===== config.mk =====
export PLATFORM = sky130hd
export DESIGN_NAME = dme_engine
export DESIGN_NICKNAME = d
export VERILOG_FILES = /design/src/common/dme_pkg.sv /design/src/logic/dme_engine.sv
export VERILOG_INCLUDE_DIRS = /design/src /design/src/common
export SDC_FILE = /design/constraint.sdc
export NUM_CORES = 2
export LEC_CHECK = 0
export BUFFER_PORTS_ARGS = -buffer_cell sky130_fd_sc_hd__buf_2
export CORE_ASPECT_RATIO = 2
export CORE_MARGIN = 5
export CORE_UTILIZATION = 30
export DETAILED_ROUTE_END_ITERATION = 8
export PLACE_DENSITY = 0.44
export SYNTH_ARGS = -nofsm -noshare
export SYNTH_HDL_FRONTEND = slang
export SYNTH_SLANG_ARGS = --single-unit

===== constraint.sdc =====
create_clock -name i_clk -period 17.95 [get_ports i_clk]
set_input_delay 2.6925 -clock i_clk [delete_from_list [all_inputs] [get_ports i_clk]]
set_output_delay 2.6925 -clock i_clk [all_outputs]
set_load 0.01 [all_outputs]

===== src/common/dme_consts.svh =====
`ifndef DME_CONSTS_SVH
`define DME_CONSTS_SVH

// register byte offsets
`define DME_CTRL_OFS    8'h00
`define DME_TRAPEN_OFS  8'h04
`define DME_STATUS_OFS  8'h08
`define DME_ACC_ALO_OFS 8'h0C
`define DME_ACC_AHI_OFS 8'h10
`define DME_ACC_BLO_OFS 8'h14
`define DME_ACC_BHI_OFS 8'h18
`define DME_MULRES_OFS  8'h1C

// core control word fields and reset value
`define DME_CTRL_RST    16'h0020
`define DME_CTRL_MASK   16'h10F3
`define DME_BIT_UNS_MUL   12
`define DME_BIT_SATEN_A   7
`define DME_BIT_SATEN_B   6
`define DME_BIT_SAT_DWR   5
`define DME_BIT_SAT_WIDTH 4
`define DME_BIT_ROUND     1
`define DME_BIT_IF      0

// trap enable fields
`define DME_TRAPEN_MASK 16'h0700
`define DME_BIT_TRAP_GRD_A 10
`define DME_BIT_TRAP_GRD_B 9
`define DME_BIT_TRAP_CAT   8

// status word fields
`define DME_BIT_GRD_A    15
`define DME_BIT_GRD_B    14
`define DME_BIT_SATD_A   13
`define DME_BIT_SATD_B   12
`define DME_BIT_GRD_ANY  11
`define DME_BIT_SATD_ANY 10

// saturation values
`define DME_SAT40_POS   40'h7FFFFFFFFF
`define DME_SAT40_NEG   40'h8000000000
`define DME_SAT32_POS   40'h007FFFFFFF
`define DME_SAT32_NEG   40'h0080000000

`endif


===== src/common/dme_pkg.sv =====
`default_nettype none
package dme_pkg;

   typedef enum logic [3:0]
   {
      DME_OP_CLR,
      DME_OP_MPY,
      DME_OP_MPY_NEG,
      DME_OP_MAC,
      DME_OP_MSC,
      DME_OP_ADD_ACC,
      DME_OP_SUB_ACC,
      DME_OP_NEG_ACC,
      DME_OP_LOAD_ACC,
      DME_OP_ADD_DATA,
      DME_OP_INT_MUL
   } dme_op_t;

   typedef struct packed
   {
      logic              valid;
      dme_op_t           op;
      logic              acc_sel;
      logic [15:0]       x;
      logic [15:0]       y;
      logic [15:0]       data;
      logic signed [5:0] shift;
      logic              mul_byte;
      logic              x_uns;
      logic              y_uns;
   } dme_op_req_t;

   typedef struct packed
   {
      logic        psel;
      logic        penable;
      logic        pwrite;
      logic [7:0]  paddr;
      logic [31:0] pwdata;
   } dme_apb_req_t;

endpackage
`default_nettype wire


===== src/logic/dme_engine.sv =====
`timescale 1ns/10ps
`default_nettype none
`include "dme_consts.svh"

module dme_engine
   import dme_pkg::*;
(
   input  wire logic         i_clk,
   input  wire logic         i_sys_rst,
   input  wire dme_apb_req_t i_apb,
   output logic              o_pready,
   output logic [31:0]       o_prdata,
   output logic              o_pslverr,
   input  wire dme_op_req_t  i_op,
   output logic [31:0]       o_mul_result,
   output logic              o_mul_valid,
   output logic              o_trap_req,
   output logic [15:0]       o_status
);

   logic [15:0] ctrl_q;
   logic [15:0] trapen_q;
   logic [39:0] acc_a_q;
   logic [39:0] acc_b_q;
   logic        guard_a_q;
   logic        guard_b_q;
   logic        sat_a_q;
   logic        sat_b_q;
   logic [31:0] mul_res_q;
   logic        mul_valid_q;
   logic        trap_q;
   logic        pready_q;
   logic [31:0] prdata_q;
   logic        pslverr_q;

   // operand into 17-bit multiplier input
   function automatic logic signed [16:0] ext17(input logic [15:0] v, input logic uns);
      ext17 = {(uns ? 1'b0 : v[15]), v};
   endfunction

   // positive amount shifts right (arithmetic), negative shifts left
   function automatic logic [39:0] bshift(input logic [39:0] v, input logic signed [5:0] s);
      logic [5:0] mag;
      mag = s[5] ? 6'(-s) : 6'(s);
      if (s[5])
         bshift = v << mag;
      else
         bshift = 40'($signed(v) >>> mag);
   endfunction

   function automatic logic [15:0] byte_ext(input logic [15:0] v, input logic uns);
      byte_ext = {{8{~uns & v[7]}}, v[7:0]};
   endfunction

   // datapath
   logic [39:0]        tgt;
   logic [39:0]        oth;
   logic [15:0]        mx;
   logic [15:0]        my;
   logic               mxu;
   logic               myu;
   logic signed [33:0] prod;
   logic [32:0]        prod33;
   logic [39:0]        prod40;
   logic [39:0]        data40;
   logic [39:0]        a_in;
   logic [39:0]        b_in;
   logic [39:0]        b_eff;
   logic               sub;
   logic               acc_op;
   logic [40:0]        sum;
   logic [39:0]        res;
   logic               ovf39;
   logic               ovf31;
   logic               sat_en;
   logic               sat40;
   logic [39:0]        acc_new;
   logic               guard_new;
   logic               sat_new;
   logic               trap_new;
   logic [31:0]        imul;

   always_comb
   begin
      tgt = i_op.acc_sel ? acc_b_q : acc_a_q;
      oth = i_op.acc_sel ? acc_a_q : acc_b_q;
      // one multiplier shared by engine and integer multiply
      if (i_op.op == DME_OP_INT_MUL)
      begin
         mxu = i_op.x_uns;
         myu = i_op.y_uns;
         mx  = i_op.mul_byte ? byte_ext(i_op.x, i_op.x_uns) : i_op.x;
         my  = i_op.mul_byte ? byte_ext(i_op.y, i_op.y_uns) : i_op.y;
      end
      else
      begin
         mxu = ctrl_q[`DME_BIT_UNS_MUL];
         myu = ctrl_q[`DME_BIT_UNS_MUL];
         mx  = i_op.x;
         my  = i_op.y;
      end
      prod = ext17(mx, mxu) * ext17(my, myu);
      if (ctrl_q[`DME_BIT_IF])
         prod33 = prod[32:0];
      else
         prod33 = {prod[31:0], 1'b0};
      prod40 = {{7{prod33[32]}}, prod33};
      imul   = i_op.mul_byte ? {16'h0000, prod[15:0]} : prod[31:0];
      // data word enters as 1.15 in bits 16..31
      data40 = bshift({{8{i_op.data[15]}}, i_op.data, 16'h0000}, i_op.shift);
      a_in   = 40'h0000000000;
      b_in   = 40'h0000000000;
      sub    = 1'b0;
      acc_op = 1'b1;
      unique case (i_op.op)
         DME_OP_CLR:
            b_in = 40'h0000000000;
         DME_OP_MPY:
            b_in = prod40;
         DME_OP_MPY_NEG:
         begin
            b_in = prod40;
            sub  = 1'b1;
         end
         DME_OP_MAC:
         begin
            a_in = tgt;
            b_in = prod40;
         end
         DME_OP_MSC:
         begin
            a_in = tgt;
            b_in = prod40;
            sub  = 1'b1;
         end
         DME_OP_ADD_ACC:
         begin
            a_in = tgt;
            b_in = oth;
         end
         DME_OP_SUB_ACC:
         begin
            a_in = tgt;
            b_in = oth;
            sub  = 1'b1;
         end
         DME_OP_NEG_ACC:
         begin
            b_in = tgt;
            sub  = 1'b1;
         end
         DME_OP_LOAD_ACC:
            b_in = data40;
         DME_OP_ADD_DATA:
         begin
            a_in = tgt;
            b_in = data40;
         end
         DME_OP_INT_MUL:
            acc_op = 1'b0;
      endcase
      // zero on a side, complement with active-low borrow on subtract
      b_eff = sub ? ~b_in : b_in;
      sum   = {1'b0, a_in} + {1'b0, b_eff} + {40'h0000000000, sub};
      res   = sum[39:0];
      ovf39 = (a_in[39] == b_eff[39]) && (res[39] != a_in[39]);
      ovf31 = ~((&res[39:31]) | ~(|res[39:31]));
      sat_en    = i_op.acc_sel ? ctrl_q[`DME_BIT_SATEN_B] : ctrl_q[`DME_BIT_SATEN_A];
      sat40     = ctrl_q[`DME_BIT_SAT_WIDTH];
      acc_new   = res;
      sat_new   = 1'b0;
      if (sat_en && sat40)
      begin
         if (ovf39)
         begin
            acc_new = res[39] ? `DME_SAT40_POS : `DME_SAT40_NEG;
            sat_new = 1'b1;
         end
      end
      else if (sat_en)
      begin
         if (ovf39 || ovf31)
         begin
            // true sign is the flipped result bit after a bit 39 wrap
            if (ovf39 ? res[39] : ~res[39])
               acc_new = `DME_SAT32_POS;
            else
               acc_new = `DME_SAT32_NEG;
            sat_new = 1'b1;
         end
      end
      else
         sat_new = ovf39;
      // guard bits idle under 1.31 saturation
      guard_new = ~(sat_en && !sat40) && ~((&acc_new[39:32]) | ~(|acc_new[39:32]));
      trap_new = (guard_new && (i_op.acc_sel ? trapen_q[`DME_BIT_TRAP_GRD_B]
                                             : trapen_q[`DME_BIT_TRAP_GRD_A]))
               || (!sat_en && sat_new && trapen_q[`DME_BIT_TRAP_CAT]);
   end

   // issue strobe is a single cycle per operation
   logic do_op;
   logic do_acc;
   assign do_op  = i_op.valid;
   assign do_acc = do_op && acc_op;
   // APB decode
   logic acc_cyc;
   logic wr_cyc;
   assign acc_cyc = i_apb.psel && i_apb.penable && pready_q;
   assign wr_cyc  = acc_cyc && i_apb.pwrite;
   logic status_wr;
   assign status_wr = wr_cyc && (i_apb.paddr == `DME_STATUS_OFS);

   // accumulators, written in the issuing cycle
   always_ff @(posedge i_clk)
   begin
      if (i_sys_rst)
      begin
         acc_a_q <= 40'h0000000000;
         acc_b_q <= 40'h0000000000;
      end
      else if (do_acc)
      begin
         if (i_op.acc_sel)
            acc_b_q <= acc_new;
         else
            acc_a_q <= acc_new;
      end
   end

   // guard flags follow the last pass only
   always_ff @(posedge i_clk)
   begin
      if (i_sys_rst)
      begin
         guard_a_q <= 1'b0;
         guard_b_q <= 1'b0;
      end
      else if (do_acc)
      begin
         if (i_op.acc_sel)
            guard_b_q <= guard_new;
         else
            guard_a_q <= guard_new;
      end
   end

   // sticky saturation; a set in the clearing cycle wins
   logic clr_a;
   logic clr_b;
   assign clr_a = status_wr && (i_apb.pwdata[`DME_BIT_SATD_A] || i_apb.pwdata[`DME_BIT_SATD_ANY]);
   assign clr_b = status_wr && (i_apb.pwdata[`DME_BIT_SATD_B] || i_apb.pwdata[`DME_BIT_SATD_ANY]);
   always_ff @(posedge i_clk)
   begin
      if (i_sys_rst)
      begin
         sat_a_q <= 1'b0;
         sat_b_q <= 1'b0;
      end
      else
      begin
         sat_a_q <= (do_acc && !i_op.acc_sel && sat_new) || (sat_a_q && !clr_a);
         sat_b_q <= (do_acc && i_op.acc_sel && sat_new) || (sat_b_q && !clr_b);
      end
   end

   always_ff @(posedge i_clk)
   begin
      if (i_sys_rst)
         trap_q <= 1'b0;
      else
         trap_q <= do_acc && trap_new;
   end

   always_ff @(posedge i_clk)
   begin
      if (i_sys_rst)
      begin
         mul_res_q   <= 32'h00000000;
         mul_valid_q <= 1'b0;
      end
      else
      begin
         mul_valid_q <= do_op && !acc_op;
         if (do_op && !acc_op)
            mul_res_q <= imul;
      end
   end

   // control and trap enable registers
   always_ff @(posedge i_clk)
   begin
      if (i_sys_rst)
      begin
         ctrl_q   <= `DME_CTRL_RST;
         trapen_q <= 16'h0000;
      end
      else if (wr_cyc)
      begin
         if (i_apb.paddr == `DME_CTRL_OFS)
            ctrl_q <= i_apb.pwdata[15:0] & `DME_CTRL_MASK;
         if (i_apb.paddr == `DME_TRAPEN_OFS)
            trapen_q <= i_apb.pwdata[15:0] & `DME_TRAPEN_MASK;
      end
   end
   logic [15:0] status_w;
   always_comb
   begin
      status_w                     = 16'h0000;
      status_w[`DME_BIT_GRD_A]     = guard_a_q;
      status_w[`DME_BIT_GRD_B]     = guard_b_q;
      status_w[`DME_BIT_SATD_A]    = sat_a_q;
      status_w[`DME_BIT_SATD_B]    = sat_b_q;
      status_w[`DME_BIT_GRD_ANY]   = guard_a_q | guard_b_q;
      status_w[`DME_BIT_SATD_ANY]  = sat_a_q | sat_b_q;
   end

   // no wait state: ready rises in the first access cycle
   always_ff @(posedge i_clk)
   begin
      if (i_sys_rst)
      begin
         pready_q  <= 1'b0;
         prdata_q  <= 32'h00000000;
         pslverr_q <= 1'b0;
      end
      else
      begin
         pready_q  <= i_apb.psel && !i_apb.penable;
         pslverr_q <= 1'b0;
         if (i_apb.psel && !i_apb.penable)
         begin
            unique case (i_apb.paddr)
               `DME_CTRL_OFS:    prdata_q <= {16'h0000, ctrl_q};
               `DME_TRAPEN_OFS:  prdata_q <= {16'h0000, trapen_q};
               `DME_STATUS_OFS:  prdata_q <= {16'h0000, status_w};
               `DME_ACC_ALO_OFS: prdata_q <= acc_a_q[31:0];
               `DME_ACC_AHI_OFS: prdata_q <= {24'h000000, acc_a_q[39:32]};
               `DME_ACC_BLO_OFS: prdata_q <= acc_b_q[31:0];
               `DME_ACC_BHI_OFS: prdata_q <= {24'h000000, acc_b_q[39:32]};
               `DME_MULRES_OFS:  prdata_q <= mul_res_q;
               default:
               begin
                  prdata_q  <= 32'h00000000;
                  pslverr_q <= 1'b1;
               end
            endcase
         end
      end
   end
   logic [15:0] status_q;
   always_ff @(posedge i_clk)
   begin
      if (i_sys_rst)
         status_q <= 16'h0000;
      else
         status_q <= status_w;
   end
   assign o_pready     = pready_q;
   assign o_prdata     = prdata_q;
   assign o_pslverr    = pslverr_q;
   assign o_mul_result = mul_res_q;
   assign o_mul_valid  = mul_valid_q;
   assign o_trap_req   = trap_q;
   assign o_status     = status_q;

endmodule
`default_nettype wire


Yosys cells after proc, flatten, opt, wreduce, memory -nomap -nowiden

Cells that the tools add are included.

Flip-flop bits (word level): 178
Bits of input ports: 108
Logic and storage cells: 143

Add/sub/neg operators: 3
Multiply operators: 1
Eq/ne operators: 19
Shifts and indexed selects: 2
Mux-type cells: 34
Bitwise logic cells: 17
Reductions and logical operators: 51

Operators with widths:

| cell                 | count |
|---|---|
| $mux W40             | 10 |
| $pmux W32 S8         | 1 |
| $pmux W40 S4         | 1 |
| $mux W16             | 4 |
| $mux W32             | 2 |
| $add A40 B1 Y40      | 1 |
| $add A40 B40 Y40     | 1 |
| $not A40 Y40         | 1 |
| $shl A40 B6 Y40      | 1 |
| $sshr A32 B6 Y40     | 1 |
| $mul A17 B17 Y33     | 1 |
| $mux W33             | 1 |
| $eq A8 B5 Y1 const B | 4 |
| $logic_and A1 B1 Y1  | 23 |
| $eq A4 B3 Y1 const B | 4 |
| $eq A8 B4 Y1 const B | 2 |
| $reduce_or A8 Y1     | 2 |
| $mux W1              | 14 |
| $eq A4 B4 Y1 const B | 3 |
| $not A1 Y1           | 10 |
| $reduce_and A9 Y1    | 1 |
| $reduce_or A9 Y1     | 1 |
| $eq A4 B2 Y1 const B | 2 |
| $eq A8 B3 Y1 const B | 1 |
| 15 further kinds     | 35 |

Logic depth before layout (Yosys ltp)

Depth in word-level cells: 28
Mapped depth: 50
Mapped depth without buffers: 44

Least setup slack after synthesis

Ideal clock, no wire load.

Path kind: input port to flip-flop
From: input port i_op[60] (netlist bit)
To: register acc_a_q[19]
Setup time: 117 ps
Arrival: 13506 ps
Required time: 17833 ps
Path slack: 4327 ps
Cell stages on the path: 48
Buffers on the path: 6
Path through: buf_4 -> and4bb_1 -> buf_2 -> nand2_1 -> nor3b_1 -> clkbuf_1 -> a21o_1 -> clkbuf_1 -> nand2_1 -> fa_1 -> inv_1 -> fa_1 -> inv_1 -> fa_1 -> inv_1 -> fa_1 -> fa_1 -> inv_1 -> [12 not listed] -> o21ai_0 -> mux2i_1 -> ha_1 -> clkbuf_1 -> a211oi_1 -> o21bai_1 -> or3_1 -> o2111ai_1 -> nand3_1 -> or3b_2 -> mux2i_1 -> o211ai_1 -> nor4_2 -> mux2i_4 -> a32o_1 -> buf_2 -> nand2b_1 -> a32o_1

Cells in the longest elaborated chain, start to end: 18

RTL lines:

| item                                       | RTL line                            | source |
|---|---|---|
| start, declared                            | dme_engine.sv:14                    | `input wire dme_op_req_t i_op,` |
| $eq A4 B4 Y1                               | dme_engine.sv:88, dme_engine.sv:115 |  |
| $mux W16 / $mux W1 (equally long branches) | dme_engine.sv:88                    | `if (i_op.op == DME_OP_INT_MUL)` |
| $mux W1                                    | dme_engine.sv:38                    | `ext17 = {(uns ? 1'b0 : v[15]), v};` |
| $mul A17 B17 Y33                           | dme_engine.sv:102                   | `prod = ext17(mx, mxu) * ext17(my, myu);` |
| $mux W33                                   | dme_engine.sv:103                   | `` if (ctrl_q[`DME_BIT_IF]) `` |
| $pmux W40 S4                               | dme_engine.sv:115                   | `unique case (i_op.op)` |
| $not A40 Y40                               | dme_engine.sv:163                   | `b_eff = sub ? ~b_in : b_in;` |
| $mux W40                                   | dme_engine.sv:163                   |  |
| [2 not listed]                             | n/a                                 |  |
| $reduce_or A9 Y1                           | dme_engine.sv:167                   | `ovf31 = ~((&res[39:31]) \| ~(\|res[39:31]));` |
| $not A1 Y1                                 | dme_engine.sv:167                   |  |
| $or A1 B1 Y1                               | dme_engine.sv:167                   |  |
| $not A1 Y1                                 | dme_engine.sv:167                   |  |
| $logic_or A1 B1 Y1                         | dme_engine.sv:182                   | `if (ovf39 \|\| ovf31)` |
| $mux W40                                   | dme_engine.sv:182                   |  |
| $mux W40                                   | dme_engine.sv:180                   | `else if (sat_en)` |
| $mux W40                                   | dme_engine.sv:172                   | `if (sat_en && sat40)` |
| end signal, assigned                       | dme_engine.sv:227                   | `acc_a_q <= acc_new;` |
| end, declared                              | dme_engine.sv:23                    | `logic [39:0] acc_a_q;` |

Parallel ways exist; a longest one is shown, timed or not.
A chain may end at the register's enable or synchronous reset.

Worst setup path after layout

From: input port i_op[59] (netlist bit)
To: register guard_a_q

Cells in the longest elaborated chain, start to end: 23

RTL lines:

| item                                       | RTL line                            | source |
|---|---|---|
| $eq A4 B4 Y1                               | dme_engine.sv:88, dme_engine.sv:115 |  |
| $mux W16 / $mux W1 (equally long branches) | dme_engine.sv:88                    |  |
| $mux W1                                    | dme_engine.sv:38                    |  |
| $mul A17 B17 Y33                           | dme_engine.sv:102                   |  |
| $mux W33                                   | dme_engine.sv:103                   |  |
| $pmux W40 S4                               | dme_engine.sv:115                   |  |
| $not A40 Y40                               | dme_engine.sv:163                   |  |
| $mux W40                                   | dme_engine.sv:163                   |  |
| [7 not listed]                             | n/a                                 |  |
| $mux W40                                   | dme_engine.sv:182                   |  |
| $mux W40                                   | dme_engine.sv:180                   |  |
| $mux W40                                   | dme_engine.sv:172                   |  |
| $reduce_or A8 Y1                           | dme_engine.sv:195                   | `guard_new = ~(sat_en && !sat40) && ~((&acc_new[39:32]) \| ~(\|acc_new[39:32]));` |
| $not A1 Y1                                 | dme_engine.sv:195                   |  |
| $or A1 B1 Y1                               | dme_engine.sv:195                   |  |
| $not A1 Y1                                 | dme_engine.sv:195                   |  |
| $logic_and A1 B1 Y1                        | dme_engine.sv:195                   |  |
| end signal, assigned                       | dme_engine.sv:244                   | `guard_a_q <= guard_new;` |
| end, declared                              | dme_engine.sv:25                    | `logic guard_a_q;` |

Parallel ways exist; a longest one is shown, timed or not.

==> out/qor.csv <==
stage;metric;value;unit
clock_tree;worst-skew pair later-pin latency;0.47;ns
synthesis;Cells after Synth;3113;
die;die width;214;um
die;IO Pins;192;
grt;initial antenna violation count;5;
drt;number of iterations in the first detailed-routing pass;8;
timing;Final setup viols;0;
clock_tree;htree depth;4;
timing;worst slew pin tran;1.15;ns
synthesis;#FFs+latches synth;168;
die;die area;0.0896;sq mm
synthesis;yosys synthesis warning count;0;
timing;fmax;0.0658;GHz
timing;final slew viol count;0;
drt;DRT Wirelength;108000;um
clock_tree;# resized after CTS;0;
timing;Slew headroom;23.4;%
clock_tree;clock buffer depth;2;
synthesis;prevailing post-synth register cell;dfxtp_1;
synthesis;post-synthesis async set-or-reset flop share;0;%
die;Core Area;0.0826;sq mm
clock_tree;CTS Root Cell;clkbuf_16;
critical_path;Arr. time, crit path;15.54;ns
grt;largest net degree at the start of global routing;60;
final_layout;P&R area growth vs syn;10.0;%
grt;total track usage;23.7;%
clock_tree;CTS tree;done;
die;row count;149;
timing;TNS Setup;0;ns
clock_tree;Hold-fix buffers, CTS;0;
grt;number of global-route vias before repair;24500;
timing;Layout Skew;0.0101;ns
critical_path;CP required;18.28;ns
synthesis;synth unique cells;98;
critical_path;slowest stage delay, CP;0.73;ns
timing;count of final hold-check violations;0;
placement;Port Buffers;160;
final_layout;final layout net count;3684;
placement;HPWL after DPL;88100;um
placement;Final GP Congestion;0.954;
drt;via/cell ratio;5.44;
grt;total congestion overflow;0;
run_status;status;finished clean;
final_layout;commonest non-fill, non-tap cell in the layout;nand2_1;
clock_tree;Clk pin slew, worst setup/hold paths;0.07;ns
synthesis;Mapped Area;0.0250;sq mm
die;Die Span Y;418;um
final_layout;post-layout instance area;0.0275;sq mm
critical_path;Startpoint Class;input pin;
clock_tree;CTS sink count;168;
min_path;HP Class;flip-flop to flip-flop;
timing;RSZ-0062 raised after global routing;no;
final_layout;most frequent cells in the layout;373 x nand2_1, 326 x inv_1, 310 x nor2_1;
grt;first-pass GRT wire length;160000;um
final_layout;share of cells above drive strength 1;11.1;%
die;Initial Util;30.3;%
critical_path;most frequent CP cell;fa_1;
drt;Remaining DRCs;0;
run;MaxCap Viol Count;0;
drt;DR WL/cell;25.5;um
placement;instance area at placement;0.0269;sq mm
clock_tree;Setup Fix Bufs, Post-CTS;0;
timing;final cycle utilization of the critical path;84.7;%
critical_path;delay-heaviest family, CP;adder cells;
critical_path;Crit path buffers/inverters;9;
timing;Tmin final;15.21;ns
critical_path;Slowest cell on crit path;mux2i_1;
critical_path;Setup Crit Path Kind;input pin to flip-flop;
drt;Final ANT Viol Nets;0;
drt;DRT iter0 DRCs;1668;
synthesis;sequential cell area fraction in the yosys report;13.5;%
clock_tree;CTS Buf Count;17;
critical_path;critical path fanouts, max;29;
critical_path;CP endpoint kind;flip-flop;
drt;DR vias;23000;
synthesis;Avg Cell Area, Syn;8.03;sq um
synthesis;number of flops mapped to enable cells by yosys;0;
-- cells in the mapped netlist, types with 13 or more instances --
cell | n | area, sq um
a211oi_1 | 34 | 255
a21o_1 | 40 | 300
a21oi_1 | 188 | 941
a221oi_1 | 17 | 149
a222oi_1 | 23 | 230
a22oi_1 | 54 | 405
a31oi_1 | 19 | 119
and2_1 | 119 | 744
and3_1 | 14 | 87.6
buf_1 | 26 | 97.6
buf_4 | 15 | 113
clkbuf_1 | 145 | 544
dfxtp_1 | 168 | 3360
fa_1 | 291 | 5830
ha_1 | 123 | 1540
inv_1 | 326 | 1220
mux2_2 | 36 | 405
mux2i_1 | 167 | 1670
nand2_1 | 373 | 1400
nand2b_1 | 20 | 125
nand3_1 | 35 | 175
nor2_1 | 313 | 1170
nor3_1 | 52 | 260
o211ai_1 | 18 | 135
o21a_1 | 13 | 97.6
o21ai_0 | 135 | 676
o21ai_1 | 48 | 240
o21bai_1 | 13 | 97.6
or2_2 | 13 | 81.3
xnor2_1 | 49 | 429
xor2_1 | 28 | 245
-- through the flow --
stage | instances | util (%) | hold WS (ns) | worst slack [ns]
6_report | 4235 | 33.3 | 0.469 | 2.74
5_1_grt | 4233 | 33.3 | 0.501 | 2.00
4_1_cts | 4232 | 33.3 | 0.471 | 2.79
3_5_place_dp | 4200 | 32.6 | 0.454 | 2.36
3_3_place_gp | 4200 | 32.6 | 0.451 | 2.34
2_1_floorplan | 3122 | - | 0.449 | 4.33
-- flip-flops by register name, indices dropped and copies added (netlist names), 3 cells and up --
signal	flops
o_status	6
o_prdata	32
ctrl_q	7
trapen_q	3
acc_a_q	40
o_mul_result	32
acc_b_q	40
-- metal layers --
| layer | GRT usage [%] | part of all wire [%] | vias up |
|---|---|---|---|
| li1 | - | - | 10600 |
| met1 | 23.6 | 34 | 11500 |
| met2 | 46.1 | 54 | 676 |
| met3 | 1.95 | 2.9 | 256 |
| met4 | 16.7 | 8.5 | 2 |
| met5 | 0 | 0.012 | - |
-- path summary, 6_finish.rpt --
path | start | endpoint | slack (ns) | depth (start not counted)
worst min register to register | o_prdata[9] | o_prdata[9] | 0.47 | 2
worst min-delay path | o_prdata[9] | o_prdata[9] | 0.47 | 2
worst max-delay path | i_op[59] | guard_a_q | 2.74 | 48
worst max register to register | ctrl_q[12] | guard_a_q | 5.35 | 37
-- kinds of logic after synthesis --
| group | count (synthesis) | synth area share [%] |
|---|---|---|
| AOI/OAI and AO/OA | 691 | 18.0 |
| buffers and inverters | 526 | 8.21 |
| muxes | 218 | 9.61 |
| xor gates and xnor gates | 78 | 2.76 |
| adders and majority gates | 414 | 29.5 |
| and+or+nand+nor | 1017 | 18.5 |
| DFF | 168 | 13.5 |
| other | 1 | 0.0150 |
-- tightest hold or removal path, delay by kind of cell (launching register included) --
family	cells	cell delay, ns
AO/OA/AOI/OAI	1	0.06
flip-flops	1	0.31
AND/OR/NAND/NOR	1	0.05
-- final cells by class --
type,instances,area (sq um)
antenna,3,7.51
sequential,168,3360
clock inverter,13,155
multi-input combinational,2428,19700
fill,8987,55100
inverter,328,1230
clock buffer,19,433
tap,1057,1320
timing repair buffer,219,1260
Power is not shown: default switching activity piles up to over one toggle a cycle in this logic, so the estimate is an artifact.
